**src/verilog/aosw_pkg.sv**
```systemverilog
package aosw_pkg;
	// Register indexes; byte address is four times the index
	localparam logic [13:0] IDX_CLAMP_CFG = 14'h02C6;
	localparam logic [13:0] IDX_JACK_EN = 14'h02D3;
	localparam logic [13:0] IDX_FLAGS = 14'h1806;
	localparam logic [13:0] IDX_MASKS = 14'h1846;
	localparam logic [13:0] IDX_IRQ_CFG = 14'h1A80;
	localparam logic [13:0] IDX_RST_PULLS = 14'h1AD0;
	localparam logic [13:0] IDX_CORE_OUT = 14'h0010;
	localparam logic [13:0] IDX_STATUS = 14'h0011;
	localparam int ADDR_W = 16;
	localparam int CORE_W = 8;
	// Field positions
	localparam int F_CLAMP_OVR = 4;
	localparam int F_EN_A = 0;
	localparam int F_EN_B = 1;
	localparam int F_LINE_MASK = 0;
	localparam int F_POL = 1;
	localparam int F_OPEN_DRAIN = 2;
	localparam int F_PULLUP = 0;
	localparam int F_PULLDOWN = 1;
	localparam int F_OUT_EN = 8;
	// Flag bit order: a rise, a fall, b rise, b fall, clamp rise, clamp fall
	localparam int NFLAG = 6;
	// Reset values
	localparam logic [15:0] RST_CLAMP_CFG = 16'h0000;
	localparam logic [1:0] RST_JACK_EN = 2'h0;
	localparam logic [NFLAG-1:0] RST_MASKS = 6'h3F;
	localparam logic [2:0] RST_IRQ_CFG = 3'h0;
	localparam logic [1:0] RST_PULLS = 2'h1;
	localparam logic [15:0] RST_CORE_OUT = 16'h0000;
	// AXI responses
	localparam logic [1:0] RESP_OKAY = 2'h0;
	localparam logic [1:0] RESP_SLVERR = 2'h2;
	localparam logic [1:0] RESP_DECERR = 2'h3;
	// Power states
	typedef enum logic [1:0] {
		PWR_AWAKE = 2'b00,
		PWR_ASLEEP = 2'b01,
		PWR_WAKING = 2'b10
	} aosw_pwr_e;
	// Whole module state
	typedef struct packed {
		aosw_pwr_e pwr;
		logic aw_got;
		logic w_got;
		logic [ADDR_W-1:0] awaddr;
		logic [31:0] wdata;
		logic [3:0] wstrb;
		logic bvalid;
		logic [1:0] bresp;
		logic rvalid;
		logic [31:0] rdata;
		logic [1:0] rresp;
		logic [15:0] clamp_cfg;
		logic [1:0] jack_en;
		logic [NFLAG-1:0] flags;
		logic [NFLAG-1:0] masks;
		logic [2:0] irq_cfg;
		logic [1:0] pulls;
		logic [15:0] core_out;
		logic [CORE_W-1:0] core_in;
		logic jd_a;
		logic jd_b;
		logic clamp;
		logic prev_a;
		logic prev_b;
		logic prev_clamp;
		logic irq_hold;
	} aosw_state_s;
endpackage

```
**src/verilog/aosw_top.sv**
```systemverilog
`timescale 1ns/1ps
module aosw_top (
	input wire logic CLOCK,
	input wire logic SYS_RST,
	input wire logic CORE_SUPPLY,
	input wire logic JACK_SENSE_IN_A,
	input wire logic JACK_SENSE_IN_B,
	input wire logic RESET_PIN_N,
	input wire logic [aosw_pkg::CORE_W-1:0] CORE_DIN,
	output logic [aosw_pkg::CORE_W-1:0] CORE_DOUT,
	output logic CORE_DOUT_OE_N,
	output logic KEEPER_EN,
	output logic RESET_PIN_PULLUP,
	output logic RESET_PIN_PULLDOWN,
	output logic CLAMP_STATUS,
	output logic IRQ,
	output logic IRQ_PIN_O,
	output logic IRQ_PIN_OE_N,
	input wire logic [aosw_pkg::ADDR_W-1:0] S_AXI_AWADDR,
	input wire logic S_AXI_AWVALID,
	output logic S_AXI_AWREADY,
	input wire logic [31:0] S_AXI_WDATA,
	input wire logic [3:0] S_AXI_WSTRB,
	input wire logic S_AXI_WVALID,
	output logic S_AXI_WREADY,
	output logic [1:0] S_AXI_BRESP,
	output logic S_AXI_BVALID,
	input wire logic S_AXI_BREADY,
	input wire logic [aosw_pkg::ADDR_W-1:0] S_AXI_ARADDR,
	input wire logic S_AXI_ARVALID,
	output logic S_AXI_ARREADY,
	output logic [31:0] S_AXI_RDATA,
	output logic [1:0] S_AXI_RRESP,
	output logic S_AXI_RVALID,
	input wire logic S_AXI_RREADY
);
	// Byte-lane merge of a 16-bit register
	function automatic logic [15:0] merge16(input logic [15:0] old, input logic [31:0] d,
		input logic [3:0] be);
		merge16 = old;
		if (be[0]) begin
			merge16[7:0] = d[7:0];
		end
		if (be[1]) begin
			merge16[15:8] = d[15:8];
		end
	endfunction

	// Address to register index, word aligned
	function automatic logic [13:0] reg_index(input logic [aosw_pkg::ADDR_W-1:0] a);
		reg_index = a[aosw_pkg::ADDR_W-1:2];
	endfunction

	// Clamp select is a truth table over {detect b, detect a}
	function automatic logic clamp_fn(input logic [3:0] sel, input logic a, input logic b);
		clamp_fn = sel[{b, a}];
	endfunction

	// Current and next state
	aosw_pkg::aosw_state_s s;
	aosw_pkg::aosw_state_s next_s;
	// Bus handshakes
	logic aw_hs;
	logic w_hs;
	logic ar_hs;
	// Asleep or leaving sleep; both keep the core quiet
	logic core_off;
	// Combined interrupt condition
	logic irq_req;
	// Logical assertion of the interrupt pin
	logic pin_act;
	// Edge events this cycle
	logic [aosw_pkg::NFLAG-1:0] events;
	// Read mux result
	logic [31:0] rd_word;
	logic [1:0] rd_resp;
	// Flags cleared by the read taken this cycle
	logic flag_rd;

	assign core_off = (s.pwr != aosw_pkg::PWR_AWAKE);
	// Handshake outputs are combinational; one write and one read at a time
	assign S_AXI_AWREADY = ~s.aw_got & ~s.bvalid;
	assign S_AXI_WREADY = ~s.w_got & ~s.bvalid;
	assign S_AXI_ARREADY = ~s.rvalid;
	assign aw_hs = S_AXI_AWVALID & S_AXI_AWREADY;
	assign w_hs = S_AXI_WVALID & S_AXI_WREADY;
	assign ar_hs = S_AXI_ARVALID & S_AXI_ARREADY;
	assign S_AXI_BVALID = s.bvalid;
	assign S_AXI_BRESP = s.bresp;
	assign S_AXI_RVALID = s.rvalid;
	assign S_AXI_RDATA = s.rdata;
	assign S_AXI_RRESP = s.rresp;

	// Edge events from the registered detects and clamp
	assign events = {~s.clamp & s.prev_clamp, s.clamp & ~s.prev_clamp,
		~s.jd_b & s.prev_b, s.jd_b & ~s.prev_b,
		~s.jd_a & s.prev_a, s.jd_a & ~s.prev_a};

	// Unmasked flags reach the line unless the line itself is masked
	assign irq_req = (|(s.flags & ~s.masks)) & ~s.irq_cfg[aosw_pkg::F_LINE_MASK];
	assign IRQ = irq_req;
	// Only jack-derived flags exist here, so sleep assertion has no other cause
	assign pin_act = irq_req | s.irq_hold;

	// Interrupt pin: polarity then drive style
	always_comb begin
		IRQ_PIN_O = s.irq_cfg[aosw_pkg::F_POL] ? pin_act : ~pin_act;
		// Open drain only pulls low, never drives high
		if (s.irq_cfg[aosw_pkg::F_OPEN_DRAIN]) begin
			IRQ_PIN_OE_N = IRQ_PIN_O;
		end else begin
			IRQ_PIN_OE_N = 1'b0;
		end
	end

	// Core outputs float and keepers drop while the core is off
	assign CORE_DOUT = s.core_out[aosw_pkg::CORE_W-1:0];
	assign CORE_DOUT_OE_N = core_off | ~s.core_out[aosw_pkg::F_OUT_EN];
	assign KEEPER_EN = ~core_off;
	// Reset pin pulls come from always-on storage
	assign RESET_PIN_PULLUP = s.pulls[aosw_pkg::F_PULLUP];
	assign RESET_PIN_PULLDOWN = s.pulls[aosw_pkg::F_PULLDOWN];
	assign CLAMP_STATUS = s.clamp;

	// Read mux; refused while the core is off
	always_comb begin
		rd_word = 32'h0000_0000;
		rd_resp = aosw_pkg::RESP_OKAY;
		flag_rd = 1'b0;
		if (core_off) begin
			rd_resp = aosw_pkg::RESP_SLVERR;
		end else begin
			case (reg_index(S_AXI_ARADDR))
				aosw_pkg::IDX_CLAMP_CFG: rd_word[15:0] = s.clamp_cfg;
				aosw_pkg::IDX_JACK_EN: rd_word[1:0] = s.jack_en;
				aosw_pkg::IDX_FLAGS: begin
					rd_word[aosw_pkg::NFLAG-1:0] = s.flags;
					flag_rd = ar_hs;
				end
				aosw_pkg::IDX_MASKS: rd_word[aosw_pkg::NFLAG-1:0] = s.masks;
				aosw_pkg::IDX_IRQ_CFG: rd_word[2:0] = s.irq_cfg;
				aosw_pkg::IDX_RST_PULLS: rd_word[1:0] = s.pulls;
				aosw_pkg::IDX_CORE_OUT: rd_word[15:0] = s.core_out;
				// Status: sampled core inputs, detects, clamp, interrupt
				aosw_pkg::IDX_STATUS: rd_word[11:0] = {irq_req, s.clamp, s.jd_b, s.jd_a,
					s.core_in};
				default: rd_resp = aosw_pkg::RESP_DECERR;
			endcase
		end
	end

	// Next-state logic
	always_comb begin
		next_s = s;
		// Power sequencing follows the supply alone
		case (s.pwr)
			aosw_pkg::PWR_AWAKE: begin
				if (!CORE_SUPPLY) begin
					next_s.pwr = aosw_pkg::PWR_ASLEEP;
				end
			end
			aosw_pkg::PWR_ASLEEP: begin
				// Jack activity never leaves sleep by itself
				if (CORE_SUPPLY) begin
					next_s.pwr = aosw_pkg::PWR_WAKING;
				end
			end
			aosw_pkg::PWR_WAKING: begin
				next_s.pwr = CORE_SUPPLY ? aosw_pkg::PWR_AWAKE : aosw_pkg::PWR_ASLEEP;
			end
			default: next_s.pwr = aosw_pkg::PWR_ASLEEP;
		endcase

		// Jack detects follow their pins when enabled, also in sleep
		next_s.jd_a = s.jack_en[aosw_pkg::F_EN_A] & JACK_SENSE_IN_A;
		next_s.jd_b = s.jack_en[aosw_pkg::F_EN_B] & JACK_SENSE_IN_B;
		// Override forces the clamp active regardless of the detects
		next_s.clamp = s.clamp_cfg[aosw_pkg::F_CLAMP_OVR] |
			clamp_fn(s.clamp_cfg[3:0], s.jd_a, s.jd_b);
		next_s.prev_a = s.jd_a;
		next_s.prev_b = s.jd_b;
		next_s.prev_clamp = s.clamp;

		// Sticky flags; a new event wins over clear-on-read
		if (flag_rd) begin
			next_s.flags = events;
		end else begin
			next_s.flags = s.flags | events;
		end

		// Once asserted in sleep the line stays until a wake-up
		if (s.pwr == aosw_pkg::PWR_WAKING) begin
			next_s.irq_hold = 1'b0;
		end else if (s.pwr == aosw_pkg::PWR_ASLEEP) begin
			next_s.irq_hold = s.irq_hold | irq_req;
		end

		// Core inputs are only looked at while awake
		if (!core_off) begin
			next_s.core_in = CORE_DIN;
		end

		// Write address and data may come in either order
		if (aw_hs) begin
			next_s.aw_got = 1'b1;
			next_s.awaddr = S_AXI_AWADDR;
		end
		if (w_hs) begin
			next_s.wdata = S_AXI_WDATA;
			next_s.wstrb = S_AXI_WSTRB;
			next_s.w_got = 1'b1;
		end
		// Commit once both halves are held
		if (s.aw_got && s.w_got) begin
			next_s.aw_got = 1'b0;
			next_s.w_got = 1'b0;
			next_s.bvalid = 1'b1;
			next_s.bresp = aosw_pkg::RESP_OKAY;
			if (core_off) begin
				// Access port is dead in sleep; nothing is stored
				next_s.bresp = aosw_pkg::RESP_SLVERR;
			end else begin
				case (reg_index(s.awaddr))
					aosw_pkg::IDX_CLAMP_CFG: begin
						next_s.clamp_cfg = merge16(s.clamp_cfg, s.wdata, s.wstrb) &
							16'h001F;
					end
					aosw_pkg::IDX_JACK_EN: begin
						if (s.wstrb[0]) begin
							next_s.jack_en = s.wdata[1:0];
						end
					end
					// Flags only clear by reading; writes are dropped
					aosw_pkg::IDX_FLAGS: next_s.bresp = aosw_pkg::RESP_OKAY;
					aosw_pkg::IDX_MASKS: begin
						if (s.wstrb[0]) begin
							next_s.masks = s.wdata[aosw_pkg::NFLAG-1:0];
						end
					end
					aosw_pkg::IDX_IRQ_CFG: begin
						if (s.wstrb[0]) begin
							next_s.irq_cfg = s.wdata[2:0];
						end
					end
					aosw_pkg::IDX_RST_PULLS: begin
						if (s.wstrb[0]) begin
							next_s.pulls = s.wdata[1:0];
						end
					end
					aosw_pkg::IDX_CORE_OUT: begin
						next_s.core_out = merge16(s.core_out, s.wdata, s.wstrb) & 16'h01FF;
					end
					aosw_pkg::IDX_STATUS: next_s.bresp = aosw_pkg::RESP_OKAY;
					default: next_s.bresp = aosw_pkg::RESP_DECERR;
				endcase
			end
		end
		if (s.bvalid && S_AXI_BREADY) begin
			next_s.bvalid = 1'b0;
		end

		// Read answer one cycle after the address is taken
		if (ar_hs) begin
			next_s.rvalid = 1'b1;
			next_s.rdata = rd_word;
			next_s.rresp = rd_resp;
		end else if (s.rvalid && S_AXI_RREADY) begin
			next_s.rvalid = 1'b0;
		end

		// Core registers return to defaults on wake or reset pin; always-on stay
		if (s.pwr == aosw_pkg::PWR_WAKING || !RESET_PIN_N) begin
			next_s.core_out = aosw_pkg::RST_CORE_OUT;
			next_s.core_in = '0;
		end
	end

	// State register; only the system reset touches always-on fields
	always_ff @(posedge CLOCK) begin
		if (SYS_RST) begin
			s <= '{pwr: aosw_pkg::PWR_ASLEEP, clamp_cfg: aosw_pkg::RST_CLAMP_CFG,
				jack_en: aosw_pkg::RST_JACK_EN, masks: aosw_pkg::RST_MASKS,
				irq_cfg: aosw_pkg::RST_IRQ_CFG, pulls: aosw_pkg::RST_PULLS,
				core_out: aosw_pkg::RST_CORE_OUT, default: '0};
		end else begin
			s <= next_s;
		end
	end
endmodule
```
**config.mk**
```make
export PLATFORM = sky130hd
export DESIGN_NAME = aosw_top
export DESIGN_NICKNAME = d
export VERILOG_FILES = /design/src/verilog/aosw_pkg.sv /design/src/verilog/aosw_top.sv
export SDC_FILE = /design/constraint.sdc
export NUM_CORES = 1
export LEC_CHECK = 0
export BUFFER_PORTS_ARGS = -buffer_cell sky130_fd_sc_hd__buf_2
export CAP_MARGIN = 15
export CORE_UTILIZATION = 30
export DETAILED_ROUTE_END_ITERATION = 10
export MAX_ROUTING_LAYER = met4
export SETUP_SLACK_MARGIN = 0.2
export SYNTH_ARGS = -nofsm -noshare
export SYNTH_HDL_FRONTEND = slang
export SYNTH_SLANG_ARGS = --single-unit
```
**constraint.sdc**
```tcl
create_clock -name CLOCK -period 2.9 [get_ports CLOCK]
set_input_delay 0.29 -clock CLOCK [delete_from_list [all_inputs] [get_ports CLOCK]]
set_output_delay 0.29 -clock CLOCK [all_outputs]
set_load 0.02 [all_outputs]
```
==> results.toml <==
[timing]
hold_viol = 0
worst_pin_slew_ns = 0.6727
finalClockSkew_ns = 0.01175
drv_slew = 0
tns_ns = 0
rsz0062_at_grt = "no"
setup_viol = 0
finalCritPeriodShare = 0.8543
hold_ws_ns = 0.1316
max_slew_margin = 0.5474
fmax_mhz = 403.7
period_needed_ns = 2.477

[drt]
ant_nets = 0
dr.pass1.iters = 10
routed_wl_um = 12040
drcViolationCount = 6
drt_iter0_drc = 281
viasPerCell = 4.992
wire_per_inst_um = 15.18
num_vias = 3959

[synthesis]
ys_warn_count = 0
synth_top_area_cell = "dfxtp_1"
synth.area.top_cells = "dfxtp_1 (42%), nand2_1 (8.4%), buf_4 (7.3%)"
synth_edf_count = 0
synthFlopType = "dfxtp_1"
synth_top_area_frac = 0.4177
synthDistinctLibCells = 58
syn_avg_cell_area_um2 = 8.401
synth_area_mm2 = 0.004553
synthCells = 542
ys_async_sr_fraction = 0
synth-seq-area-share = 0.4177
ys_seq_elements = 95

[cts]
cts-root-buf = "clkbuf_16"
cts_setup_buffers = 0
clock_latency_ns = 0.35
cts_max_path_buffers = 2
numCtsBuffers = 9
clk_pin_slew_ns = 0.07
cts.sinks = 95
h-tree-depth = 3
cts_tree = "done"

[global_route]
grt_max_degree = 45
grt_pass1_wl_um = 19420
antenna_found_initial = 0
globalRouteOverflowTotal = 0
grt_util_all_layers = 0.1616
grt_pass1_vias = 3735

[floorplanning]
rows = 44
dieArea_mm2 = 0.01567
die_h_um = 125.2
fp.coreArea_mm2 = 0.01464
die-width_um = 125.2
initial_core_util = 0.3109
io_pins = 144

[placed_design]
placed_cells = 777
dpl.hpwl_um = 9287
post_dp_cell_area_mm2 = 0.004952
portBuffers = 94
place_congestion = 0.9071

[hold_path]
min_path_type = "in -> reg"

[setup_path]
cpMaxStageDelayCell = "a2111oi_2"
critPathArrivalTime_ns = 2.19
cp.required_ns = 2.61
critPathLaunchType = "flop"
worstPathCellList = "nor2b_1, a2111oi_2, a31oi_2, or3_1, a21boi_0, buf_2"
cpPeakStageDelay_ns = 0.42
endpoint_kind = "output port"
cp_top_family = "compound AO/OA/AOI/OAI gates"
worst-path-buf-inv = 1
crit_path_max_fanout = 5
critPathKind = "reg -> out"

[outcome]
violations = "DRC"
status = "complete, but fails checks"

[finish]
final_nets = 691
area_growth_pct = 16.10
fin_cells = 793
layout-drive-gt1-share = 0.2266
fin_area_mm2 = 0.005286
final_common_cell = "nand2_1"
final_cell_mix = "nand2_1 (102), dfxtp_1 (95), buf_2 (94)"
diodes = 0

[flow_run]
maxCapViolations = 0

[power_and_ir_drop]
ir_worst_vdd_v = 0.0002327
power_density_mw_per_mm2 = 553.1
power.leakage_nw = 2.044
[stage by stage]
stage	total power [W]	utilization	worst slack [ns]
after global routing	0.003040	0.3610	0.2684
after detailed placement	0.001673	0.3382	0.5479
after floorplan	0.001598	-	0.6197
after global placement	0.001667	0.3382	0.5767
final	0.002924	0.3610	0.4226
after CTS	0.002945	0.3602	0.2656
[report_power, final]
| part | leakage [nW] | switching [W] | total, W | internal [W] |
|---|---|---|---|---|
| sequential | 0.771 | 0.0000356 | 0.00137 | 0.00134 |
| combinational | 1.12 | 0.000178 | 0.000270 | 0.0000922 |
| clock | 0.149 | 0.000520 | 0.00128 | 0.000760 |
[routing by layer]
metal / routed length [um] / track usage / vias to the layer above / share of wire
met1: 5476 / 0.2067 / 1836 / 0.45
met2: 5590 / 0.2514 / 133 / 0.46
met3: 705 / 0.03166 / 25 / 0.059
met4: 269 / 0.06098 / 0 / 0.022
met5: 0 / - / - / 0
li1: - / - / 1965 / -
[final cells by class]
type,count,area [um^2]
multi-input cells,388,2276
clock buffers,10,229.0
well taps,184,230.2
clock inverters,6,92.59
fillers,1541,9358
repair buffers,101,523.0
inverters,9,33.78
flip-flops and latches,95,1902
[state kept, by name, summed over array words and instances (netlist names)]
register,count
CLAMP_STATUS,1
S_AXI_RDATA,12
RESET_PIN_PULLDOWN,1
next_s,2
S_AXI_BVALID,1
S_AXI_RRESP,2
CORE_DOUT,8
S_AXI_BRESP,2
S_AXI_RVALID,1
s,64
RESET_PIN_PULLUP,1
[final timing paths]
path / from / to / slack [ns] / cells past startpoint
max: s[44]$_SDFF_PP0_ / IRQ_PIN_OE_N / 0.42 / 6
min: CORE_SUPPLY / s[158]$_SDFFE_PP1P_ / 0.13 / 2
max reg2reg: s[142]$_SDFFE_PP0P_ / CORE_DOUT[5]$_SDFFE_PP0P_ / 0.64 / 5
min reg2reg: s[152]$_SDFFE_PP0P_ / s[152]$_SDFFE_PP0P_ / 0.45 / 2
[repair_timing]
item / 4_1_cts / 5_1_grt
endpoints found under the setup margin: 1 / 1
hold buffers: 0 / 0
pin swaps: 0 / 0
gates resized for setup: 1 / 2
[cells in the mapped netlist (all sizes together) (5+ instances only)]
cell type / n
a21oi: 48
a222oi: 5
a22oi: 9
buf: 48
clkbuf: 21
dfxtp: 95
inv: 9
mux2: 7
mux2i: 26
nand2: 102
nand2b: 7
nand3: 9
nor2: 43
nor2b: 16
nor3: 12
nor4: 12
o21ai: 7
or3: 7
[cell families (layout without fill, tap and decap cells)]
kind of cell,Yosys count,after routing,synth area share
compound gates,91,91,0.1281
xor+xnor,1,1,0.001924
buf+inv,78,126,0.1009
flops,95,95,0.4177
mux,34,34,0.07942
other cells,1,20,0.0008236
simple gates,242,242,0.2712
Note: power is estimated with default switching activity, not from simulation.
